### src/cab_pkg.sv
package cab_pkg;
  // operation codes presented by the decoder
  typedef enum logic [5:0] {
    OP_NOP      = 6'h00,
    OP_ADD      = 6'h01,
    OP_ADC      = 6'h02,
    OP_SUB      = 6'h03,
    OP_SUBC     = 6'h04,
    OP_WADD     = 6'h05,
    OP_WSUB     = 6'h06,
    OP_AND      = 6'h07,
    OP_OR       = 6'h08,
    OP_XOR      = 6'h09,
    OP_SETMASK  = 6'h0A,
    OP_CLRMASK  = 6'h0B,
    OP_TEST     = 6'h0C,
    OP_ZERO     = 6'h0D,
    OP_UPROD    = 6'h0E,
    OP_SPROD    = 6'h0F,
    OP_SUPROD   = 6'h10,
    OP_FUPROD   = 6'h11,
    OP_FSPROD   = 6'h12,
    OP_FSUPROD  = 6'h13,
    OP_RELCALL  = 6'h14,
    OP_PTRCALL  = 6'h15,
    OP_CALL     = 6'h16,
    OP_CMP      = 6'h17,
    OP_CMPC     = 6'h18,
    OP_CMPSKIP  = 6'h19,
    OP_SKRC     = 6'h1A,
    OP_SKRS     = 6'h1B,
    OP_SKIC     = 6'h1C,
    OP_SKIS     = 6'h1D,
    OP_BRSET    = 6'h1E,
    OP_BRCLR    = 6'h1F,
    OP_SGEB     = 6'h20,
    OP_SLTB     = 6'h21
  } cab_op_e;

  // status flag bit positions
  localparam int FLAG_C = 0;
  localparam int FLAG_Z = 1;
  localparam int FLAG_N = 2;
  localparam int FLAG_V = 3;
  localparam int FLAG_S = 4;
  localparam int FLAG_H = 5;
  localparam int FLAG_T = 6;

  localparam logic [7:0]  STATUS_RESET = 8'h00;
  localparam logic [15:0] PC_RESET     = 16'h0000;
  localparam logic [7:0]  MASK_ALL     = 8'hFF;

  // wait clocks after the issue clock (clock count minus one)
  localparam logic [1:0] CYC_ONE   = 2'h0;
  localparam logic [1:0] CYC_WORD  = 2'h1;
  localparam logic [1:0] CYC_MUL   = 2'h1;
  localparam logic [1:0] CYC_CALL3 = 2'h2;
  localparam logic [1:0] CYC_CALL4 = 2'h3;
endpackage : cab_pkg

### src/cab_alu_if.sv
`timescale 1ns/1ps
interface cab_alu_if;
  logic [7:0]  a;
  logic [7:0]  b;
  logic        cin;
  logic        sub;
  logic [7:0]  sum;
  logic        cout;
  logic        hout;
  logic        vout;
  logic [15:0] wa;
  logic [5:0]  wk;
  logic        wsub;
  logic [15:0] wsum;
  logic        wc;
  logic        wv;
  logic [7:0]  ma;
  logic [7:0]  mb;
  logic        msa;
  logic        msb;
  logic        mfrac;
  logic [15:0] mprod;
  logic        mc;
  modport core (output a, b, cin, sub, wa, wk, wsub, ma, mb, msa, msb, mfrac,
                input sum, cout, hout, vout, wsum, wc, wv, mprod, mc);
  modport adder (input a, b, cin, sub, wa, wk, wsub,
                 output sum, cout, hout, vout, wsum, wc, wv);
  modport mult (input ma, mb, msa, msb, mfrac, output mprod, mc);
endinterface : cab_alu_if

### src/cab_core.sv
`timescale 1ns/1ps
// Functional notes
// - add registers, optionally plus carry; all arithmetic flags; one clock.
// - subtract register or immediate; store; arithmetic flags; one clock.
// - subtract with borrow, register or immediate; arithmetic flags; one clock.
// - word add immediate to pair; Z C N V S flags; two clocks.
// - word subtract immediate from pair; Z C N V S flags; two clocks.
// - and, or, xor set Z N V S only, carry kept; one clock.
// - set mask ORs, clear mask ANDs inverted mask; Z N V; one clock.
// - test ANDs register with itself, zero XORs it; Z N V.
// - multiplies put 16-bit product in R1:R0; Z and C; two clocks.
// - fractional multiplies shift product left one; Z and C; two clocks.
// - relative and pointer calls three clocks; direct call four clocks.
// - compares subtract without writeback; all arithmetic flags; one clock.
// - compare-skip equal skips next instruction; no flags; one to three clocks.
// - skip on register bit clear or set; no flags.
// - skip on I/O bit clear or set; no flags.
// - branch on status bit set or clear to PC+k+1; one or two clocks.
// - signed ge when N xor V is 0, less when 1.
// - same-or-higher when carry 0, lower when carry 1.
// - half-carry and T branches test that single flag.
// - overflow-set branch taken when V is 1.
module cab_core (
  // clock and reset
  input  wire logic        sys_clk_in,
  input  wire logic        rst_n_in,
  // decoded instruction
  input  wire logic        issue_in,
  input  wire logic [5:0]  op_in,
  input  wire logic [7:0]  rd_val_in,
  input  wire logic [7:0]  rr_val_in,
  input  wire logic [7:0]  rd_hi_in,
  input  wire logic [7:0]  imm_in,
  input  wire logic [2:0]  bit_sel_in,
  input  wire logic [7:0]  io_val_in,
  input  wire logic [15:0] k_in,
  input  wire logic [15:0] z_ptr_in,
  input  wire logic        use_imm_in,
  input  wire logic        next_two_word_in,
  // register file writeback
  output logic             wr_en_out,
  output logic             wr_word_out,
  output logic             wr_prod_out,
  output logic [7:0]       wr_lo_out,
  output logic [7:0]       wr_hi_out,
  // flow and status
  output logic [15:0]      pc_out,
  output logic             busy_out,
  output logic [7:0]       status_flags_reg_out
);
  cab_alu_if alu ();

  cab_adder u_adder (
    .bus (alu.adder)
  );

  cab_mult u_mult (
    .bus (alu.mult)
  );

  typedef enum logic [1:0] {
    ST_IDLE = 2'b01,
    ST_WAIT = 2'b10
  } cab_state_e;

  cab_state_e  state_reg;
  logic [1:0]  wait_reg;
  logic [15:0] pc_reg;
  logic [7:0]  status_flags_reg;
  logic        wr_en_reg;
  logic        wr_word_reg;
  logic        wr_prod_reg;
  logic [7:0]  wr_lo_reg;
  logic [7:0]  wr_hi_reg;

  cab_pkg::cab_op_e op;
  logic        accept;
  logic [7:0]  opb;
  logic [7:0]  logic_res;
  logic [7:0]  flags_next;
  logic        write_next;
  logic        word_next;
  logic        prod_next;
  logic [7:0]  lo_next;
  logic [7:0]  hi_next;
  logic [15:0] pc_next;
  logic [1:0]  cyc_next;
  logic        cond;
  logic        skip_cond;
  logic [15:0] pc_inc;
  logic [15:0] pc_rel;
  logic [15:0] pc_skip;

  assign op     = cab_pkg::cab_op_e'(op_in);
  assign accept = issue_in && (state_reg == ST_IDLE);
  assign opb    = use_imm_in ? imm_in : rr_val_in;
  assign pc_inc = pc_reg + 16'h0001;
  assign pc_rel = pc_reg + k_in + 16'h0001;
  assign pc_skip = pc_reg + (next_two_word_in ? 16'h0003 : 16'h0002);

  // operand routing into shared arithmetic
  always_comb begin
    alu.a     = rd_val_in;
    alu.b     = opb;
    alu.cin   = 1'b0;
    alu.sub   = 1'b1;
    alu.wa    = {rd_hi_in, rd_val_in};
    alu.wk    = imm_in[5:0];
    alu.wsub  = (op == cab_pkg::OP_WSUB);
    alu.ma    = rd_val_in;
    alu.mb    = rr_val_in;
    alu.msa   = 1'b0;
    alu.msb   = 1'b0;
    alu.mfrac = 1'b0;
    case (op)
      cab_pkg::OP_ADD: begin
        alu.sub = 1'b0;
      end
      cab_pkg::OP_ADC: begin
        alu.sub = 1'b0;
        alu.cin = status_flags_reg[cab_pkg::FLAG_C];
      end
      cab_pkg::OP_SUBC, cab_pkg::OP_CMPC: begin
        alu.cin = status_flags_reg[cab_pkg::FLAG_C];
      end
      cab_pkg::OP_SPROD, cab_pkg::OP_FSPROD: begin
        alu.msa = 1'b1;
        alu.msb = 1'b1;
      end
      cab_pkg::OP_SUPROD, cab_pkg::OP_FSUPROD: begin
        alu.msa = 1'b1;
      end
      default: begin
        alu.sub = 1'b1;
      end
    endcase
    if (op == cab_pkg::OP_FUPROD || op == cab_pkg::OP_FSPROD || op == cab_pkg::OP_FSUPROD) begin
      alu.mfrac = 1'b1;
    end
  end

  // logic unit results
  always_comb begin
    case (op)
      cab_pkg::OP_AND:     logic_res = rd_val_in & opb;
      cab_pkg::OP_OR:      logic_res = rd_val_in | opb;
      cab_pkg::OP_SETMASK: logic_res = rd_val_in | imm_in;
      cab_pkg::OP_CLRMASK: logic_res = rd_val_in & (cab_pkg::MASK_ALL - imm_in);
      cab_pkg::OP_TEST:    logic_res = rd_val_in & rd_val_in;
      cab_pkg::OP_ZERO:    logic_res = rd_val_in ^ rd_val_in;
      default:             logic_res = rd_val_in ^ rr_val_in;
    endcase
  end

  // branch and skip conditions
  always_comb begin
    skip_cond = 1'b0;
    cond      = 1'b0;
    case (op)
      cab_pkg::OP_CMPSKIP: skip_cond = (rd_val_in == rr_val_in);
      cab_pkg::OP_SKRC: skip_cond = ~rr_val_in[bit_sel_in];
      cab_pkg::OP_SKRS: skip_cond = rr_val_in[bit_sel_in];
      cab_pkg::OP_SKIC: skip_cond = ~io_val_in[bit_sel_in];
      cab_pkg::OP_SKIS: skip_cond = io_val_in[bit_sel_in];
      cab_pkg::OP_BRSET: cond = status_flags_reg[bit_sel_in];
      cab_pkg::OP_BRCLR: cond = ~status_flags_reg[bit_sel_in];
      cab_pkg::OP_SGEB: cond = ~(status_flags_reg[cab_pkg::FLAG_N] ^
                                 status_flags_reg[cab_pkg::FLAG_V]);
      cab_pkg::OP_SLTB: cond = status_flags_reg[cab_pkg::FLAG_N] ^
                               status_flags_reg[cab_pkg::FLAG_V];
      default: cond = 1'b0;
    endcase
  end

  // result, flags, pc and clock count per operation
  always_comb begin
    flags_next = status_flags_reg;
    write_next = 1'b0;
    word_next  = 1'b0;
    prod_next  = 1'b0;
    lo_next    = alu.sum;
    hi_next    = 8'h00;
    pc_next    = pc_inc;
    cyc_next   = cab_pkg::CYC_ONE;
    case (op)
      cab_pkg::OP_ADD, cab_pkg::OP_ADC, cab_pkg::OP_SUB, cab_pkg::OP_SUBC,
      cab_pkg::OP_CMP, cab_pkg::OP_CMPC: begin
        write_next = (op != cab_pkg::OP_CMP) && (op != cab_pkg::OP_CMPC);
        flags_next[cab_pkg::FLAG_Z] = (alu.sum == 8'h00);
        flags_next[cab_pkg::FLAG_C] = alu.cout;
        flags_next[cab_pkg::FLAG_N] = alu.sum[7];
        flags_next[cab_pkg::FLAG_V] = alu.vout;
        flags_next[cab_pkg::FLAG_H] = alu.hout;
        flags_next[cab_pkg::FLAG_S] = alu.sum[7] ^ alu.vout;
      end
      cab_pkg::OP_WADD, cab_pkg::OP_WSUB: begin
        write_next = 1'b1;
        word_next  = 1'b1;
        lo_next    = alu.wsum[7:0];
        hi_next    = alu.wsum[15:8];
        cyc_next   = cab_pkg::CYC_WORD;
        flags_next[cab_pkg::FLAG_Z] = (alu.wsum == 16'h0000);
        flags_next[cab_pkg::FLAG_C] = alu.wc;
        flags_next[cab_pkg::FLAG_N] = alu.wsum[15];
        flags_next[cab_pkg::FLAG_V] = alu.wv;
        flags_next[cab_pkg::FLAG_S] = alu.wsum[15] ^ alu.wv;
      end
      cab_pkg::OP_AND, cab_pkg::OP_OR, cab_pkg::OP_XOR, cab_pkg::OP_SETMASK,
      cab_pkg::OP_CLRMASK, cab_pkg::OP_TEST, cab_pkg::OP_ZERO: begin
        write_next = (op != cab_pkg::OP_TEST);
        lo_next    = logic_res;
        flags_next[cab_pkg::FLAG_Z] = (logic_res == 8'h00);
        flags_next[cab_pkg::FLAG_N] = logic_res[7];
        flags_next[cab_pkg::FLAG_V] = 1'b0;
        flags_next[cab_pkg::FLAG_S] = logic_res[7];
      end
      cab_pkg::OP_UPROD, cab_pkg::OP_SPROD, cab_pkg::OP_SUPROD, cab_pkg::OP_FUPROD,
      cab_pkg::OP_FSPROD, cab_pkg::OP_FSUPROD: begin
        write_next = 1'b1;
        prod_next  = 1'b1;
        lo_next    = alu.mprod[7:0];
        hi_next    = alu.mprod[15:8];
        cyc_next   = cab_pkg::CYC_MUL;
        flags_next[cab_pkg::FLAG_Z] = (alu.mprod == 16'h0000);
        flags_next[cab_pkg::FLAG_C] = alu.mc;
      end
      cab_pkg::OP_RELCALL: begin
        pc_next  = pc_rel;
        cyc_next = cab_pkg::CYC_CALL3;
      end
      cab_pkg::OP_PTRCALL: begin
        pc_next  = z_ptr_in;
        cyc_next = cab_pkg::CYC_CALL3;
      end
      cab_pkg::OP_CALL: begin
        pc_next  = k_in;
        cyc_next = cab_pkg::CYC_CALL4;
      end
      // skips, one extra clock per skipped word
      cab_pkg::OP_CMPSKIP, cab_pkg::OP_SKRC, cab_pkg::OP_SKRS, cab_pkg::OP_SKIC,
      cab_pkg::OP_SKIS: begin
        if (skip_cond) begin
          pc_next  = pc_skip;
          cyc_next = next_two_word_in ? 2'h2 : 2'h1;
        end
      end
      cab_pkg::OP_BRSET, cab_pkg::OP_BRCLR, cab_pkg::OP_SGEB, cab_pkg::OP_SLTB: begin
        if (cond) begin
          pc_next  = pc_rel;
          cyc_next = 2'h1;
        end
      end
      default: begin
        pc_next = pc_inc;
      end
    endcase
  end

  always_ff @(posedge sys_clk_in or negedge rst_n_in) begin
    if (!rst_n_in) begin
      state_reg <= ST_IDLE;
      wait_reg  <= 2'h0;
    end else begin
      case (state_reg)
        ST_IDLE: begin
          if (accept && cyc_next != cab_pkg::CYC_ONE) begin
            state_reg <= ST_WAIT;
            wait_reg  <= cyc_next;
          end
        end
        ST_WAIT: begin
          if (wait_reg == 2'h1) begin
            state_reg <= ST_IDLE;
          end
          wait_reg <= wait_reg - 2'h1;
        end
        default: begin
          state_reg <= ST_IDLE;
          wait_reg  <= 2'h0;
        end
      endcase
    end
  end

  // program counter and status flags
  always_ff @(posedge sys_clk_in or negedge rst_n_in) begin
    if (!rst_n_in) begin
      pc_reg           <= cab_pkg::PC_RESET;
      status_flags_reg <= cab_pkg::STATUS_RESET;
    end else if (accept) begin
      pc_reg           <= pc_next;
      status_flags_reg <= flags_next;
    end
  end

  // writeback strobe and data
  always_ff @(posedge sys_clk_in or negedge rst_n_in) begin
    if (!rst_n_in) begin
      wr_en_reg   <= 1'b0;
      wr_word_reg <= 1'b0;
      wr_prod_reg <= 1'b0;
      wr_lo_reg   <= 8'h00;
      wr_hi_reg   <= 8'h00;
    end else begin
      wr_en_reg   <= accept && write_next;
      wr_word_reg <= accept && word_next;
      wr_prod_reg <= accept && prod_next;
      if (accept) begin
        wr_lo_reg <= lo_next;
        wr_hi_reg <= hi_next;
      end
    end
  end

  assign wr_en_out            = wr_en_reg;
  assign wr_word_out          = wr_word_reg;
  assign wr_prod_out          = wr_prod_reg;
  assign wr_lo_out            = wr_lo_reg;
  assign wr_hi_out            = wr_hi_reg;
  assign pc_out               = pc_reg;
  assign busy_out             = state_reg[1];
  assign status_flags_reg_out = status_flags_reg;

  a_busy_word_len: assert property (@(posedge sys_clk_in) disable iff (!rst_n_in)
    (accept && op == cab_pkg::OP_WADD) |=> busy_out ##1 !busy_out)
    else $error("word add busy length wrong");

  a_call_long: assert property (@(posedge sys_clk_in) disable iff (!rst_n_in)
    (accept && op == cab_pkg::OP_CALL) |=> busy_out [*3] ##1 !busy_out)
    else $error("direct call not four clocks");

  a_relative_subroutine_jump_target: assert property (@(posedge sys_clk_in) disable iff (!rst_n_in)
    (accept && op == cab_pkg::OP_RELCALL) |=> pc_out == $past(pc_rel))
    else $error("relative call target wrong");

  a_logic_keeps_c: assert property (@(posedge sys_clk_in) disable iff (!rst_n_in)
    (accept && op == cab_pkg::OP_AND) |=> $stable(status_flags_reg_out[cab_pkg::FLAG_C]))
    else $error("logic op changed carry");

  a_cp_no_write: assert property (@(posedge sys_clk_in) disable iff (!rst_n_in)
    (accept && op == cab_pkg::OP_CMP) |=> !wr_en_out)
    else $error("compare wrote register");

  a_zero_result: assert property (@(posedge sys_clk_in) disable iff (!rst_n_in)
    (accept && op == cab_pkg::OP_ZERO) |=> wr_lo_out == 8'h00 && status_flags_reg_out[1])
    else $error("zero register result wrong");

  a_branch_ge: assert property (@(posedge sys_clk_in) disable iff (!rst_n_in)
    (accept && op == cab_pkg::OP_SGEB && (status_flags_reg[2] == status_flags_reg[3]))
      |=> pc_out == $past(pc_rel) && busy_out)
    else $error("signed ge branch not taken");

  a_skip_flags: assert property (@(posedge sys_clk_in) disable iff (!rst_n_in)
    (accept && op == cab_pkg::OP_CMPSKIP) |=> $stable(status_flags_reg_out))
    else $error("skip altered flags");

  a_mul_prod: assert property (@(posedge sys_clk_in) disable iff (!rst_n_in)
    (accept && op == cab_pkg::OP_UPROD)
      |=> wr_prod_out && {wr_hi_out, wr_lo_out} == $past(rd_val_in) * $past(rr_val_in))
    else $error("unsigned product wrong");
endmodule // cab_core

### src/cab_adder.sv
`timescale 1ns/1ps
module cab_adder (
  cab_alu_if.adder bus
);
  logic [8:0] full;
  logic [4:0] half;
  logic [7:0] bx;
  logic       ci;
  logic [16:0] wfull;

  // byte add or subtract with borrow
  always_comb begin
    bx   = bus.sub ? ~bus.b : bus.b;
    ci   = bus.sub ? ~bus.cin : bus.cin;
    full = {1'b0, bus.a} + {1'b0, bx} + {8'h00, ci};
    half = {1'b0, bus.a[3:0]} + {1'b0, bx[3:0]} + {4'h0, ci};
    bus.sum  = full[7:0];
    bus.cout = bus.sub ? ~full[8] : full[8];
    bus.hout = bus.sub ? ~half[4] : half[4];
    bus.vout = (bus.a[7] == bx[7]) && (full[7] != bus.a[7]);
  end

  // word add or subtract of a small constant
  always_comb begin
    if (bus.wsub) begin
      wfull = {1'b0, bus.wa} - {11'h000, bus.wk};
    end else begin
      wfull = {1'b0, bus.wa} + {11'h000, bus.wk};
    end
    bus.wsum = wfull[15:0];
    bus.wc   = wfull[16];
    bus.wv   = bus.wsub ? (bus.wa[15] & ~wfull[15]) : (~bus.wa[15] & wfull[15]);
  end
endmodule // cab_adder

### src/cab_mult.sv
`timescale 1ns/1ps
module cab_mult (
  cab_alu_if.mult bus
);
  logic signed [8:0]  ea;
  logic signed [8:0]  eb;
  logic signed [17:0] p;

  // signed or unsigned operands, optional fraction shift
  always_comb begin
    ea = bus.msa ? $signed({bus.ma[7], bus.ma}) : $signed({1'b0, bus.ma});
    eb = bus.msb ? $signed({bus.mb[7], bus.mb}) : $signed({1'b0, bus.mb});
    p  = ea * eb;
    bus.mc    = p[15];
    bus.mprod = bus.mfrac ? {p[14:0], 1'b0} : p[15:0];
  end
endmodule // cab_mult

### config.mk
export PLATFORM = sky130hd
export DESIGN_NAME = cab_core
export DESIGN_NICKNAME = d
export VERILOG_FILES = /design/src/cab_pkg.sv /design/src/cab_alu_if.sv /design/src/cab_core.sv /design/src/cab_adder.sv /design/src/cab_mult.sv
export SDC_FILE = /design/constraint.sdc
export NUM_CORES = 1
export LEC_CHECK = 0
export BUFFER_PORTS_ARGS = -buffer_cell sky130_fd_sc_hd__buf_2
export CAP_MARGIN = 30
export CORE_ASPECT_RATIO = 0.8
export CORE_MARGIN = 2
export CORE_UTILIZATION = 45
export CTS_CLUSTER_SIZE = 20
export DETAILED_ROUTE_END_ITERATION = 12
export GPL_TIMING_DRIVEN = 1
export PLACE_DENSITY = 0.63
export SYNTH_ARGS = -nofsm -noshare
export SYNTH_HDL_FRONTEND = slang
export SYNTH_HIERARCHICAL = 1
export SYNTH_SLANG_ARGS = --single-unit
### constraint.sdc
create_clock -name sys_clk_in -period 8.4 [get_ports sys_clk_in]
set_input_delay 1.68 -clock sys_clk_in [delete_from_list [all_inputs] [get_ports sys_clk_in]]
set_output_delay 1.68 -clock sys_clk_in [all_outputs]
set_load 0.01 [all_outputs]
==> results.py <==
metrics = {
    "clock_tree": {
        "cts_tree": "done",
        "cts_made_buffers": 5,
        "cts_root_buf": "clkbuf_16",
        "post_cts_resized": 0,
        "cts_setup_buffers": 0,
        "cts_max_level": 2,
        "worstSkewPairLatency_ps": 290,
        "cts_buffer_depth": 2,
        "path_clk_slew_ps": 70,
        "clkSinkCount": 45,
        "postCtsHoldBufs": 0,
    },
    "route": {
        "drc": 0,
        "totalWireLength_um": 31000,
        "via_per_inst": 6.06,
        "vias": 9354,
        "drt-initial-drc-count": 859,
        "ant_nets": 0,
        "wire_per_inst_um": 20.1,
        "dr.pass1.iters": 5,
    },
    "synthesis": {
        "async_flop_share_pct": 100,
        "seq_area_frac_synth_pct": 11.9,
        "synth_edf_count": 0,
        "synth.avg_cell_area_um2": 8.03,
        "synth-main-ff-cell": "dfrtp_1",
        "synth_most_common_cell": "nor2_1",
        "synth.distinct_cells": 94,
        "synth.area.top_cells": "fa_1 (14%), dfrtp_1 (12%), ha_1 (11%)",
        "synth_cells": 1175,
        "synth-seq-cells": 45,
        "synth_top_area_cell": "fa_1",
        "netlist_top_cells_count": "nor2_1 (113), inv_1 (110), nand2_1 (93)",
        "syn_area_mm2": 0.00944,
        "yosysWarningCount": 6,
        "synth_top_area_share_pct": 14.2,
    },
    "power": {
        "vdd_drop_max_mv": 0.130,
        "pwr-share-comb_pct": 71.8,
        "clkPwrFrac_pct": 8.6,
        "p_switching_w": 0.00122,
        "internal_power_w": 0.00114,
        "p_leak_nw": 4.76,
        "power_density_mw_per_mm2": 226,
        "pwr-share-seq_pct": 19.7,
        "switching_share_pct": 51.7,
    },
    "sta": {
        "whs_ps": 497,
        "setup_tns_ps": 0,
        "slew-limit-headroom_pct": 34.8,
        "fmax_mhz": 127,
        "period_share_pct": 93.9,
        "fin_skew_ps": 7.90,
        "hold_violations": 0,
        "worst_pin_slew_ps": 967,
        "setup_violations": 0,
        "fin_crit_ps": 7890,
        "slew_violations": 0,
    },
    "place": {
        "place_area_mm2": 0.0103,
        "gp_congestion": 0.948,
        "hpwl_um": 24500,
        "io_buffers": 127,
    },
    "critical_path": {
        "arrival_ps": 8090,
        "crit_fanout": 17,
        "crit_type": "primary input to register",
        "required_ps": 8610,
        "start_kind": "primary input",
        "r2r_cells": 16,
        "crit_path_end_kind": "register",
    },
    "final_layout": {
        "syn_to_final_growth_pct": 10.6,
        "largest_reg_flops": 16,
        "nets": 1508,
        "antenna_cells": 0,
        "layout-drive-gt1-share_pct": 15.9,
        "fin_area_mm2": 0.0104,
    },
    "hold_path": {
        "min_path_type": "register to register",
        "hold_depth": 2,
    },
    "run_status": {
        "status": "complete, no violations",
    },
    "floorplanning": {
        "core_area_mm2": 0.0206,
        "dieArea_mm2": 0.0222,
        "fp.dieW_um": 166,
        "fp-row-count": 47,
        "die_h_um": 134,
        "io_pins": 130,
        "initial_utilization_pct": 45.7,
    },
    "global_route": {
        "grt_pass1_wl_um": 49600,
        "antenna_found_initial": 0,
        "grt_max_degree": 46,
        "grt.overflow.total": 0,
        "grt_usage_pct": 27.8,
        "grt_pass1_vias": 8691,
    },
    "job": {
        "drv_cap": 0,
    },
}
cell usage in the layout, fill, tap and decap left out, types with 6 or more instances in the layout:
cell type,Yosys,routed
a211oi_1,7,7
a21o_1,14,14
a21oi_1,63,62
a221o_1,10,10
a221oi_1,37,37
a22oi_1,8,8
a31o_2,8,8
a31oi_1,16,16
and2_1,40,40
and3_1,11,11
buf_2,9,127
buf_4,3,13
dfrtp_1,44,44
fa_1,67,67
ha_1,81,81
inv_1,110,110
mux2_2,14,14
mux2i_1,19,19
nand2_1,93,93
nand2b_1,17,17
nand3_1,31,31
nand4_1,13,13
nor2_1,113,113
nor2b_1,11,11
nor3_1,29,29
nor4_1,18,17
o211ai_1,9,9
o21ai_0,34,34
o21ai_1,9,9
o22ai_1,7,7
o31ai_1,6,6
xnor2_1,57,57
xor2_1,34,34
worst max-delay path, stage by stage:
cell     delay [ps]
buf_2           270
nand2_1         170
nor2_1          230
nand3_1         150
a21oi_2         280
and2_1          260
nand2_1         160
fa_1            520
inv_1            50
fa_1            480
fa_1            500
fa_1            500
inv_1            50
fa_1            500
inv_1            40
ha_1            330
a21oi_1         210
o22ai_1         110
o41ai_1         370
a21oi_1         140
xnor2_1         220
mux2i_1         160
nor4_1          220
nand4_1         130
nand2_1          90
a21oi_1          70
a31oi_1         190
final cells by class:
cell class,count,area (µm²)
clock buffers,6,129
clock inverters,2,15.0
fillers,2042,10200
inverters,111,417
multi-input cells,970,7680
flip-flops and latches,45,1130
well taps,269,337
repair buffers,141,738
through the flow:
| step | power [W] | setup WS (ps) | std cells | utilization, % |
|---|---|---|---|---|
| 2_1_floorplan | 0.00164 | 1060 | 1176 | - |
| 6_report | 0.00236 | 514 | 1544 | 50.6 |
| 4_1_cts | 0.00234 | 573 | 1543 | 50.5 |
| 3_3_place_gp | 0.00210 | 436 | 1535 | 49.8 |
| 3_5_place_dp | 0.00213 | 294 | 1535 | 49.8 |
| 5_1_grt | 0.00258 | -75.4 | 1544 | 50.6 |
path summary, 6_finish.rpt:
| path | from | slack (ps) | endpoint |
|---|---|---|---|
| setup / recovery | op_in[3] | 510 | status_flags_reg_out[1] |
| hold / removal | wr_lo_out[4] | 500 | wr_lo_out[4] |
| setup reg to reg | status_flags_reg_out[0] | 4890 | status_flags_reg_out[1] |
| hold reg to reg | wr_lo_out[4] | 500 | wr_lo_out[4] |
| max in group asynchronous | rst_n_in | 6480 | wr_hi_out[2] |
| min in group asynchronous | rst_n_in | 1480 | wr_en_out |
per-layer routing:
metal	share of wire, %	GRT usage (%)	vias to the layer above	wire length [µm]
met2	40	39.2	355	12500
met5	0	0	-	0
met1	49	43.3	4573	15300
li1	-	-	4388	-
met3	9.1	6.83	38	2810
met4	1.4	3.86	0	439
power groups by stage:
| stage | logic (W) | registers [W] | clock network, W |
|---|---|---|---|
| after floorplan | 0.00120 | 0.000445 | 0 |
| after global placement | 0.00164 | 0.000464 | 0 |
| after detailed placement | 0.00166 | 0.000464 | 0 |
| after CTS | 0.00167 | 0.000460 | 0.000206 |
| after global routing | 0.00188 | 0.000480 | 0.000216 |
| final | 0.00169 | 0.000464 | 0.000202 |
kinds of logic after synthesis:
group / Yosys count / share of synthesized area, %
AND/OR/NAND/NOR: 406 / 21.1
multiplexers: 40 / 5.12
XOR/XNOR: 92 / 8.62
AO/OA/AOI/OAI: 282 / 21.3
adder cells (fa/ha/maj): 148 / 24.9
buffers and inverters: 161 / 6.88
flip-flops: 45 / 11.9
other: 1 / 0.0397
(Power assumes the default switching activity.)
